`src/verilog/irh_pkg.sv`:
```
// Functional notes
// - SDA changes only while SCL is low; it holds steady while SCL is high.
// - Master creates every start and stop; falling or rising SDA with SCL high.
// - Each byte is eight bits, MSB first, followed by one acknowledge bit.
// - Receiver pulls SDA low in the ninth pulse to acknowledge; high means no.
// - First byte after start: 7-bit slave address MSB first, then 0 write 1 read.
// - Write transfer: two register address bytes follow, high byte then low byte.
// - Combined read: address write, repeated start, address with read, data bytes.
// - Master does not acknowledge the last read byte, then issues a stop.
// - In write mode the master stops in the pulse after the last data ack.
// - Master gives exactly one SCL pulse per bit, acknowledge bits included.
// - Read mode bytes are device data; master acks each byte it wants followed.
package irh_pkg;

  localparam int CLK_PERIOD_NS = 40;
  localparam int SCL_PERIOD_NS = 2500;
  localparam int QTR_CYC       = (SCL_PERIOD_NS / 4 + CLK_PERIOD_NS - 1) / CLK_PERIOD_NS;
  localparam int DIV_W         = $clog2(QTR_CYC + 1);

  localparam int BYTE_W        = 8;
  localparam int LEN_W         = 16;
  localparam int FIFO_DEPTH    = 32;

  localparam logic [3:0] ACK_SLOT  = 4'h8;
  localparam logic [3:0] LAST_BIT  = 4'h7;
  localparam logic       DIR_WRITE = 1'b0;
  localparam logic       DIR_READ  = 1'b1;

  typedef enum logic [1:0] {
    IRH_CMD_WRITE    = 2'b00,
    IRH_CMD_SETPTR   = 2'b01,
    IRH_CMD_READ_CUR = 2'b10,
    IRH_CMD_READ_AT  = 2'b11
  } irh_cmd_t;

  typedef enum logic [2:0] {
    IRH_ST_IDLE  = 3'b000,
    IRH_ST_START = 3'b001,
    IRH_ST_TX    = 3'b010,
    IRH_ST_RX    = 3'b011,
    IRH_ST_LOAD  = 3'b100,
    IRH_ST_STOP  = 3'b101
  } irh_state_t;

  typedef enum logic [2:0] {
    IRH_PH_ADDR_W = 3'b000,
    IRH_PH_RA_HI  = 3'b001,
    IRH_PH_RA_LO  = 3'b010,
    IRH_PH_WDATA  = 3'b011,
    IRH_PH_ADDR_R = 3'b100,
    IRH_PH_RDATA  = 3'b101
  } irh_phase_t;

endpackage : irh_pkg

```
`src/verilog/irh_sync.sv`:
```
`timescale 1ns/1ps
`default_nettype none
module irh_sync #(
  parameter logic RST_VAL = 1'b1
) (
  input  wire logic i_sys_clk,
  input  wire logic i_reset,
  input  wire logic i_async,
  output var  logic o_sync
);

  logic meta_reg;

  always_ff @(posedge i_sys_clk)
  begin
    if (i_reset)
    begin
      meta_reg <= RST_VAL;
      o_sync   <= RST_VAL;
    end
    else
    begin
      meta_reg <= i_async;
      o_sync   <= meta_reg;
    end
  end

endmodule : irh_sync
`default_nettype wire

```
`src/verilog/irh_fifo.sv`:
```
`timescale 1ns/1ps
`default_nettype none
module irh_fifo #(
  parameter int WIDTH = 8,
  parameter int DEPTH = 32
) (
  input  wire logic             i_sys_clk,
  input  wire logic             i_reset,
  input  wire logic [WIDTH-1:0] i_in_data,
  input  wire logic             i_in_valid,
  output var  logic             o_in_ready,
  output logic      [WIDTH-1:0] o_out_data,
  output var  logic             o_out_valid,
  input  wire logic             i_out_ready
);

  localparam int AW = $clog2(DEPTH);
  localparam int CW = $clog2(DEPTH + 1);

  logic [WIDTH-1:0] mem [DEPTH];
  logic [AW-1:0]    wr_ptr_reg;
  logic [AW-1:0]    rd_ptr_reg;
  logic [CW-1:0]    cnt_reg;
  logic [CW-1:0]    cnt_next;
  wire              push = i_in_valid && o_in_ready;
  wire              pop  = o_out_valid && i_out_ready;

  function automatic logic [AW-1:0] ptr_inc(input logic [AW-1:0] p);
    ptr_inc = (p == AW'(DEPTH - 1)) ? '0 : p + AW'(1);
  endfunction : ptr_inc

  assign cnt_next   = cnt_reg + CW'(push) - CW'(pop);
  assign o_out_data = mem[rd_ptr_reg];

  always_ff @(posedge i_sys_clk)
  begin
    if (push)
      mem[wr_ptr_reg] <= i_in_data;
  end

  always_ff @(posedge i_sys_clk)
  begin
    if (i_reset)
    begin
      wr_ptr_reg  <= '0;
      rd_ptr_reg  <= '0;
      cnt_reg     <= '0;
      o_in_ready  <= 1'b1;
      o_out_valid <= 1'b0;
    end
    else
    begin
      if (push)
        wr_ptr_reg <= ptr_inc(wr_ptr_reg);
      if (pop)
        rd_ptr_reg <= ptr_inc(rd_ptr_reg);
      cnt_reg     <= cnt_next;
      o_in_ready  <= (cnt_next != CW'(DEPTH));
      o_out_valid <= (cnt_next != '0);
    end
  end

endmodule : irh_fifo
`default_nettype wire

```
`src/verilog/irh_master.sv`:
```
`timescale 1ns/1ps
`default_nettype none
module irh_master #(
  parameter int LEN_W      = irh_pkg::LEN_W,
  parameter int FIFO_DEPTH = irh_pkg::FIFO_DEPTH
) (
  input  wire logic             i_sys_clk,
  input  wire logic             i_reset,
  input  wire logic             i_cmd_valid,
  input  wire logic [1:0]       i_cmd_kind,
  input  wire logic [6:0]       i_dev_addr,
  input  wire logic [15:0]      i_reg_addr,
  input  wire logic [LEN_W-1:0] i_len,
  output var  logic             o_cmd_ready,
  input  wire logic [7:0]       i_wr_data,
  input  wire logic             i_wr_valid,
  output logic                  o_wr_ready,
  output var  logic [7:0]       o_rd_data,
  output var  logic             o_rd_valid,
  output var  logic             o_busy,
  output var  logic             o_done,
  output var  logic             o_nack,
  input  wire logic             i_scl_in,
  output var  logic             o_scl_out,
  output var  logic             o_scl_oe_n,
  input  wire logic             i_sda_in,
  output var  logic             o_sda_out,
  output var  logic             o_sda_oe_n
);

  localparam int DW = irh_pkg::DIV_W;
  irh_pkg::irh_state_t state_reg, state_next;
  irh_pkg::irh_phase_t phase_reg, phase_next;
  irh_pkg::irh_cmd_t   kind_reg, kind_next;
  logic [6:0]          dev_reg, dev_next;
  logic [15:0]         addr_reg, addr_next;
  logic [LEN_W-1:0]    left_reg, left_next;
  logic [7:0]          shift_reg, shift_next;
  logic [3:0]          bit_reg, bit_next;
  logic [1:0]          q_reg, q_next;
  logic [DW-1:0]       div_reg, div_next;
  logic                rd_valid_next;
  logic [7:0]          rd_data_next;
  logic                done_next;
  logic                nack_next;
  logic                pop;
  logic                scl_low, sda_low;
  logic                scl_s, sda_s;
  logic [7:0]          f_data;
  logic                f_valid;

  irh_sync #(.RST_VAL (1'b1)) u_scl_sync (
    .i_sys_clk (i_sys_clk),
    .i_reset   (i_reset),
    .i_async   (i_scl_in),
    .o_sync    (scl_s)
  );
  irh_sync #(.RST_VAL (1'b1)) u_sda_sync (
    .i_sys_clk (i_sys_clk),
    .i_reset   (i_reset),
    .i_async   (i_sda_in),
    .o_sync    (sda_s)
  );

  irh_fifo #(.WIDTH (irh_pkg::BYTE_W), .DEPTH (FIFO_DEPTH)) u_wr_fifo (
    .i_sys_clk   (i_sys_clk),
    .i_reset     (i_reset),
    .i_in_data   (i_wr_data),
    .i_in_valid  (i_wr_valid),
    .o_in_ready  (o_wr_ready),
    .o_out_data  (f_data),
    .o_out_valid (f_valid),
    .i_out_ready (pop)
  );

  // Hold the quarter timer while a released SCL is still seen low (slave stretching)
  wire stretch  = o_scl_oe_n && !scl_s;
  wire tick     = (div_reg == DW'(irh_pkg::QTR_CYC - 1)) && !stretch;
  wire end_bit  = tick && (q_reg == 2'h3);
  wire in_data  = (bit_reg < irh_pkg::ACK_SLOT);
  wire last_rd  = (left_reg <= LEN_W'(1));
  wire hold_sda = !o_sda_oe_n;
  wire scl_hi_q = (q_reg[1] == 1'b1);
  wire timed    = (state_reg != irh_pkg::IRH_ST_IDLE) && (state_reg != irh_pkg::IRH_ST_LOAD);
  wire wr_left  = (left_reg > LEN_W'(1));
  wire rd_cur   = (irh_pkg::irh_cmd_t'(i_cmd_kind) == irh_pkg::IRH_CMD_READ_CUR);

  // Pin levels per quarter: SDA moves in quarter 1 while SCL is low, and also in quarter 3 of START and STOP
  always_comb
  begin
    scl_low = 1'b0;
    sda_low = 1'b0;
    case (state_reg)
      irh_pkg::IRH_ST_START:
      begin
        scl_low = !scl_hi_q;
        sda_low = (q_reg == 2'h0) ? hold_sda : (q_reg == 2'h3);
      end
      irh_pkg::IRH_ST_TX:
      begin
        scl_low = !scl_hi_q;
        if (q_reg == 2'h0)
          sda_low = hold_sda;
        else
          sda_low = in_data && !shift_reg[7];
      end
      irh_pkg::IRH_ST_RX:
      begin
        scl_low = !scl_hi_q;
        if (q_reg == 2'h0)
          sda_low = hold_sda;
        else
          sda_low = !in_data && !last_rd;
      end
      irh_pkg::IRH_ST_LOAD:
      begin
        scl_low = 1'b1;
        sda_low = hold_sda;
      end
      irh_pkg::IRH_ST_STOP:
      begin
        scl_low = !scl_hi_q;
        sda_low = (q_reg == 2'h0) ? hold_sda : (q_reg != 2'h3);
      end
      default:
        scl_low = 1'b0;
    endcase
  end

  always_comb
  begin
    state_next    = state_reg;
    phase_next    = phase_reg;
    kind_next     = kind_reg;
    dev_next      = dev_reg;
    addr_next     = addr_reg;
    left_next     = left_reg;
    shift_next    = shift_reg;
    bit_next      = bit_reg;
    rd_valid_next = 1'b0;
    rd_data_next  = o_rd_data;
    done_next     = 1'b0;
    nack_next     = 1'b0;
    pop           = 1'b0;
    case (state_reg)
      irh_pkg::IRH_ST_IDLE:
      begin
        if (i_cmd_valid)
        begin
          kind_next  = irh_pkg::irh_cmd_t'(i_cmd_kind);
          dev_next   = i_dev_addr;
          addr_next  = i_reg_addr;
          left_next  = i_len;
          bit_next   = 4'h0;
          state_next = irh_pkg::IRH_ST_START;
          shift_next = {i_dev_addr, rd_cur ? irh_pkg::DIR_READ : irh_pkg::DIR_WRITE};
          phase_next = rd_cur ? irh_pkg::IRH_PH_ADDR_R : irh_pkg::IRH_PH_ADDR_W;
        end
      end
      irh_pkg::IRH_ST_START:
      begin
        if (end_bit)
        begin
          bit_next   = 4'h0;
          state_next = irh_pkg::IRH_ST_TX;
        end
      end
      irh_pkg::IRH_ST_TX:
      begin
        if (end_bit && in_data)
        begin
          shift_next = {shift_reg[6:0], 1'b0};
          bit_next   = bit_reg + 4'h1;
        end
        else if (end_bit && sda_s)
        begin
          nack_next  = 1'b1;
          state_next = irh_pkg::IRH_ST_STOP;
        end
        else if (end_bit)
        begin
          bit_next = 4'h0;
          case (phase_reg)
            irh_pkg::IRH_PH_ADDR_W:
            begin
              shift_next = addr_reg[15:8];
              phase_next = irh_pkg::IRH_PH_RA_HI;
            end
            irh_pkg::IRH_PH_RA_HI:
            begin
              shift_next = addr_reg[7:0];
              phase_next = irh_pkg::IRH_PH_RA_LO;
            end
            irh_pkg::IRH_PH_RA_LO:
            begin
              if (kind_reg == irh_pkg::IRH_CMD_READ_AT)
              begin
                shift_next = {dev_reg, irh_pkg::DIR_READ};
                phase_next = irh_pkg::IRH_PH_ADDR_R;
                state_next = irh_pkg::IRH_ST_START;
              end
              else if (kind_reg == irh_pkg::IRH_CMD_WRITE && left_reg != '0)
              begin
                phase_next = irh_pkg::IRH_PH_WDATA;
                state_next = irh_pkg::IRH_ST_LOAD;
              end
              else
                state_next = irh_pkg::IRH_ST_STOP;
            end
            irh_pkg::IRH_PH_WDATA:
            begin
              left_next = left_reg - LEN_W'(1);
              if (wr_left)
                state_next = irh_pkg::IRH_ST_LOAD;
              else
                state_next = irh_pkg::IRH_ST_STOP;
            end
            irh_pkg::IRH_PH_ADDR_R:
            begin
              phase_next = irh_pkg::IRH_PH_RDATA;
              state_next = irh_pkg::IRH_ST_RX;
            end
            default:
              state_next = irh_pkg::IRH_ST_STOP;
          endcase
        end
      end
      irh_pkg::IRH_ST_LOAD:
      begin
        if (f_valid)
        begin
          pop        = 1'b1;
          shift_next = f_data;
          bit_next   = 4'h0;
          state_next = irh_pkg::IRH_ST_TX;
        end
      end
      irh_pkg::IRH_ST_RX:
      begin
        if (end_bit && in_data)
        begin
          shift_next = {shift_reg[6:0], sda_s};
          bit_next   = bit_reg + 4'h1;
          if (bit_reg == irh_pkg::LAST_BIT)
          begin
            rd_data_next  = {shift_reg[6:0], sda_s};
            rd_valid_next = 1'b1;
          end
        end
        else if (end_bit)
        begin
          bit_next = 4'h0;
          if (last_rd)
            state_next = irh_pkg::IRH_ST_STOP;
          else
            left_next = left_reg - LEN_W'(1);
        end
      end
      irh_pkg::IRH_ST_STOP:
      begin
        if (end_bit)
        begin
          done_next  = 1'b1;
          state_next = irh_pkg::IRH_ST_IDLE;
        end
      end
      default:
        state_next = irh_pkg::IRH_ST_IDLE;
    endcase
  end

  // Quarter timer restarts at every change of state
  wire restart = !timed || (state_next != state_reg);
  assign div_next = (restart || tick) ? '0 : (stretch ? div_reg : div_reg + DW'(1));
  assign q_next   = restart ? 2'h0 : (tick ? q_reg + 2'h1 : q_reg);

  always_ff @(posedge i_sys_clk)
  begin
    if (i_reset)
    begin
      state_reg <= irh_pkg::IRH_ST_IDLE;
      phase_reg <= irh_pkg::IRH_PH_ADDR_W;
      kind_reg  <= irh_pkg::IRH_CMD_WRITE;
      dev_reg   <= 7'h00;
      addr_reg  <= 16'h0000;
      left_reg  <= '0;
      shift_reg <= 8'h00;
      bit_reg   <= 4'h0;
      q_reg     <= 2'h0;
      div_reg   <= '0;
    end
    else
    begin
      state_reg <= state_next;
      phase_reg <= phase_next;
      kind_reg  <= kind_next;
      dev_reg   <= dev_next;
      addr_reg  <= addr_next;
      left_reg  <= left_next;
      shift_reg <= shift_next;
      bit_reg   <= bit_next;
      q_reg     <= q_next;
      div_reg   <= div_next;
    end
  end

  always_ff @(posedge i_sys_clk)
  begin
    if (i_reset)
    begin
      o_cmd_ready <= 1'b0;
      o_busy      <= 1'b0;
      o_done      <= 1'b0;
      o_nack      <= 1'b0;
      o_rd_valid  <= 1'b0;
      o_rd_data   <= 8'h00;
      o_scl_out   <= 1'b0;
      o_scl_oe_n  <= 1'b1;
      o_sda_out   <= 1'b0;
      o_sda_oe_n  <= 1'b1;
    end
    else
    begin
      o_cmd_ready <= (state_next == irh_pkg::IRH_ST_IDLE);
      o_busy      <= (state_next != irh_pkg::IRH_ST_IDLE);
      o_done      <= done_next;
      o_nack      <= nack_next;
      o_rd_valid  <= rd_valid_next;
      o_rd_data   <= rd_data_next;
      o_scl_out   <= 1'b0;
      o_scl_oe_n  <= !scl_low;
      o_sda_out   <= 1'b0;
      o_sda_oe_n  <= !sda_low;
    end
  end

endmodule : irh_master
`default_nettype wire

```
`config.mk`:
```
export PLATFORM = sky130hd
export DESIGN_NAME = irh_master
export DESIGN_NICKNAME = d
export VERILOG_FILES = /design/src/verilog/irh_pkg.sv /design/src/verilog/irh_sync.sv /design/src/verilog/irh_fifo.sv /design/src/verilog/irh_master.sv
export SDC_FILE = /design/constraint.sdc
export NUM_CORES = 1
export LEC_CHECK = 0
export ABC_CLOCK_PERIOD_IN_PS = 6400
export BUFFER_PORTS_ARGS = -buffer_cell sky130_fd_sc_hd__buf_2
export CAP_MARGIN = 25
export CORE_MARGIN = 8
export CORE_UTILIZATION = 60
export DETAILED_ROUTE_END_ITERATION = 16
export HOLD_SLACK_MARGIN = 0.06
export PLACE_DENSITY = 0.89
export SLEW_MARGIN = 20
export SYNTH_ARGS = -nofsm -noshare
export SYNTH_HDL_FRONTEND = slang
export SYNTH_SLANG_ARGS = --single-unit
export TNS_END_PERCENT = 10
```
`constraint.sdc`:
```
create_clock -name i_sys_clk -period 6.4 [get_ports i_sys_clk]
set_input_delay 1.92 -clock i_sys_clk [delete_from_list [all_inputs] [get_ports i_sys_clk]]
set_output_delay 1.92 -clock i_sys_clk [all_outputs]
set_load 0.01 [all_outputs]
```
==> impl_metrics.toml <==
[clocking]
clock_sinks = 364
clock_latency_ns = 0.54
cts_hold_buf = 0
cts_buffer_depth = 3
clk_pin_slew_ns = 0.06
numCtsBuffers = 37
cts_root_buf = "clkbuf_16"
cts_setup_buffers = 0
cts_resized = 0
htreeDepth = 2
cts_tree = "yes"

[timing]
tns_ns = 0
max_slew_margin_pct = 39.2
hold_viol = 0
tightest_slew_ns = 0.905
whs_ns = 0.410
slew_viol_final = 0
fin_crit_sh_pct = 59.8
setup_violations = 0
rsz0062_at_grt = "no"
final.setup.worst_slack_ns = 2.58
final.setup_skew_ns = 0.0147
fmax_ghz = 0.261
fin_crit_ns = 3.82

[power]
ir_drop_mv = 0.221
power.leakage_nw = 5.78
p_total_mw = 5.12
p_per_area_nw_per_um2 = 297

[cells_and_area]
largest_reg_flops = 256
final_cells = 1574
nets = 1287
drive_gt1_share_pct = 18.1
syn2layout_area_growth_pct = 11.1
diodes = 0
nFillCells = 1763

[critical_path]
critical_path_class = "in2reg"
arrival_ns = 4.23
critPathMaxFanout = 8
cp-end-kind = "flop"
start_kind = "input port"
cp.required_ns = 6.81

[global_routing]
grt_max_degree = 56
grt_usage_pct = 23.1
grt_pass1_wl_mm = 56.0
antenna_found_initial = 0
gr-total-overflow = 0
grt_pass1_vias = 9929

[floorplanning]
die_height_um = 177
pin_count = 73
core-area_um2 = 25800
initial_utilization_pct = 60.3
dieWidth_um = 177
dieArea_um2 = 31300
rows = 59

[synthesis]
ys_types = 69
synth_edf_count = 256
syn-instance-count = 1162
async_flop_share_pct = 0
synth-seq-cells = 364
synthFlopType = "edfxtp_1"
syn_avg_cell_area_um2 = 13.4
synth_warnings = 0
seq_area_frac_synth_pct = 63.4
netlist_area_um2 = 15500

[placement]
dp_cells = 1506
routabilityCongestion = 0.947
place_ws_ns = 2.10
port_buffers = 70
dp_hpwl_mm = 22.7

[route]
drc = 0
num_vias = 10200
viasPerCell = 6.47
wl_mm = 36.3
wl_per_cell_um = 23.0
antenna_left = 0
drtIter0Drc = 1196
first_pass_iters = 8

[status]
status = "completed"

[min_path]
hp-class = "reg2reg"

[run]
drv_cap = 0
==> cells in the mapped netlist, types with 3 or more instances <==
| library cell | count | area (um2) |
|---|---|---|
| edfxtp_1 | 256 | 7690 |
| and3_1 | 6 | 37.5 |
| or2_2 | 11 | 68.8 |
| ha_1 | 21 | 263 |
| nand3b_1 | 8 | 60.1 |
| o21ai_0 | 38 | 190 |
| nor2_1 | 101 | 379 |
| clkbuf_1 | 46 | 173 |
| or3b_2 | 3 | 26.3 |
| buf_1 | 6 | 22.5 |
| xnor2_1 | 4 | 35.0 |
| o32ai_1 | 5 | 43.8 |
| a311oi_1 | 5 | 43.8 |
| nand3_1 | 20 | 100 |
| and2_1 | 3 | 18.8 |
| a31oi_1 | 15 | 93.8 |
| dfxtp_1 | 108 | 2160 |
| a211oi_1 | 7 | 52.6 |
| a21o_1 | 8 | 60.1 |
| o21bai_1 | 3 | 22.5 |
| nand4_1 | 4 | 25.0 |
| o31ai_1 | 4 | 30.0 |
| nand2_1 | 104 | 390 |
| buf_2 | 11 | 55.1 |
| mux2i_1 | 42 | 420 |
| nor3_1 | 18 | 90.1 |
| o211a_1 | 4 | 40.0 |
| o211ai_1 | 5 | 37.5 |
| o22a_1 | 7 | 61.3 |
| nor3b_1 | 5 | 37.5 |
| buf_4 | 7 | 52.6 |
| nand2b_1 | 12 | 75.1 |
| o221ai_1 | 8 | 70.1 |
| nor2b_1 | 8 | 50.1 |
| inv_1 | 30 | 113 |
| a22oi_1 | 4 | 30.0 |
| mux4_2 | 65 | 1460 |
| or4_1 | 4 | 30.0 |
| a21oi_1 | 99 | 495 |
| nor4_1 | 10 | 62.6 |
==> worst max-delay path, stage by stage <==
cell      delay (ns)
buf_2           0.10
nand2_1         0.21
clkinv_1        0.29
ha_1            0.29
inv_1           0.08
fa_1            0.21
inv_1           0.06
a21oi_1         0.17
o21bai_1        0.09
xnor2_1         0.16
nor2b_1         0.18
or3b_2          0.45
==> power breakdown <==
group | internal (mW) | switching (mW)
clock | 1.18 | 0.901
combinational | 0.151 | 0.253
sequential | 2.59 | 0.0506
total | 3.92 | 1.21
==> metrics by stage <==
stage          cell area (um2)  util, %
2_1_floorplan            15500        -
6_report                 17300     67.0
4_1_cts                  17200     66.9
3_5_place_dp             16100     62.4
3_3_place_gp             16100     62.4
5_1_grt                  17300     67.0
==> cell type report <==
type / instances / area (um2) / area share [%]
flip-flops and latches: 364 / 9860 / 57.1
well taps: 335 / 419 / 2.43
multi-input cells: 697 / 5280 / 30.6
clock buffers: 50 / 1030 / 5.95
clock inverters: 18 / 139 / 0.805
inverters: 32 / 120 / 0.696
repair buffers: 78 / 410 / 2.38
==> cell families after synthesis <==
kind of cell	count (synthesis)	share of synthesized area [%]
compound gates	232	9.47
xor+xnor	6	0.338
fa+ha+maj	23	1.89
buf+inv	102	2.72
flops	364	63.4
mux	107	12.1
other cells	1	0.0242
simple gates	327	9.99
==> per-layer routing <==
metal	GRT usage [%]	part of all wire, %	vias to the layer above
met3	4.78	9.5	89
met2	39.6	50	574
met4	9.00	3.5	0
met5	0	0	-
met1	28.6	37	4996
li1	-	-	4524
==> worst paths after layout <==
path | start | to | slack [ns] | cells after the start
setup / recovery | i_wr_valid | u_wr_fifo.o_in_ready$_SDFF_PP1_ | 2.58 | 12
hold / removal | u_sda_sync.meta_reg$_SDFF_PP1_ | u_sda_sync.o_sync$_SDFF_PP1_ | 0.41 | 1
hold reg to reg | u_sda_sync.meta_reg$_SDFF_PP1_ | u_sda_sync.o_sync$_SDFF_PP1_ | 0.41 | 1
setup reg to reg | state_reg[1]$_SDFF_PP0_ | u_wr_fifo.o_in_ready$_SDFF_PP1_ | 2.67 | 14
==> placed cells by master, fill, tap and decap left out, types with 15 or more instances in the layout <==
cell       synthesis  final
mux2i_1           42     42
inv_1             30     30
a21oi_1           99     99
nor3_1            18     18
nand3_1           20     20
clkbuf_16          0     38
nor2_1           101    101
nand2_1          104    104
buf_2             11     70
o21ai_0           38     38
ha_1              21     21
mux4_2            65     65
edfxtp_1         256    256
a31oi_1           15     15
dfxtp_1          108    105
Note: power is estimated with default switching activity, not from simulation.
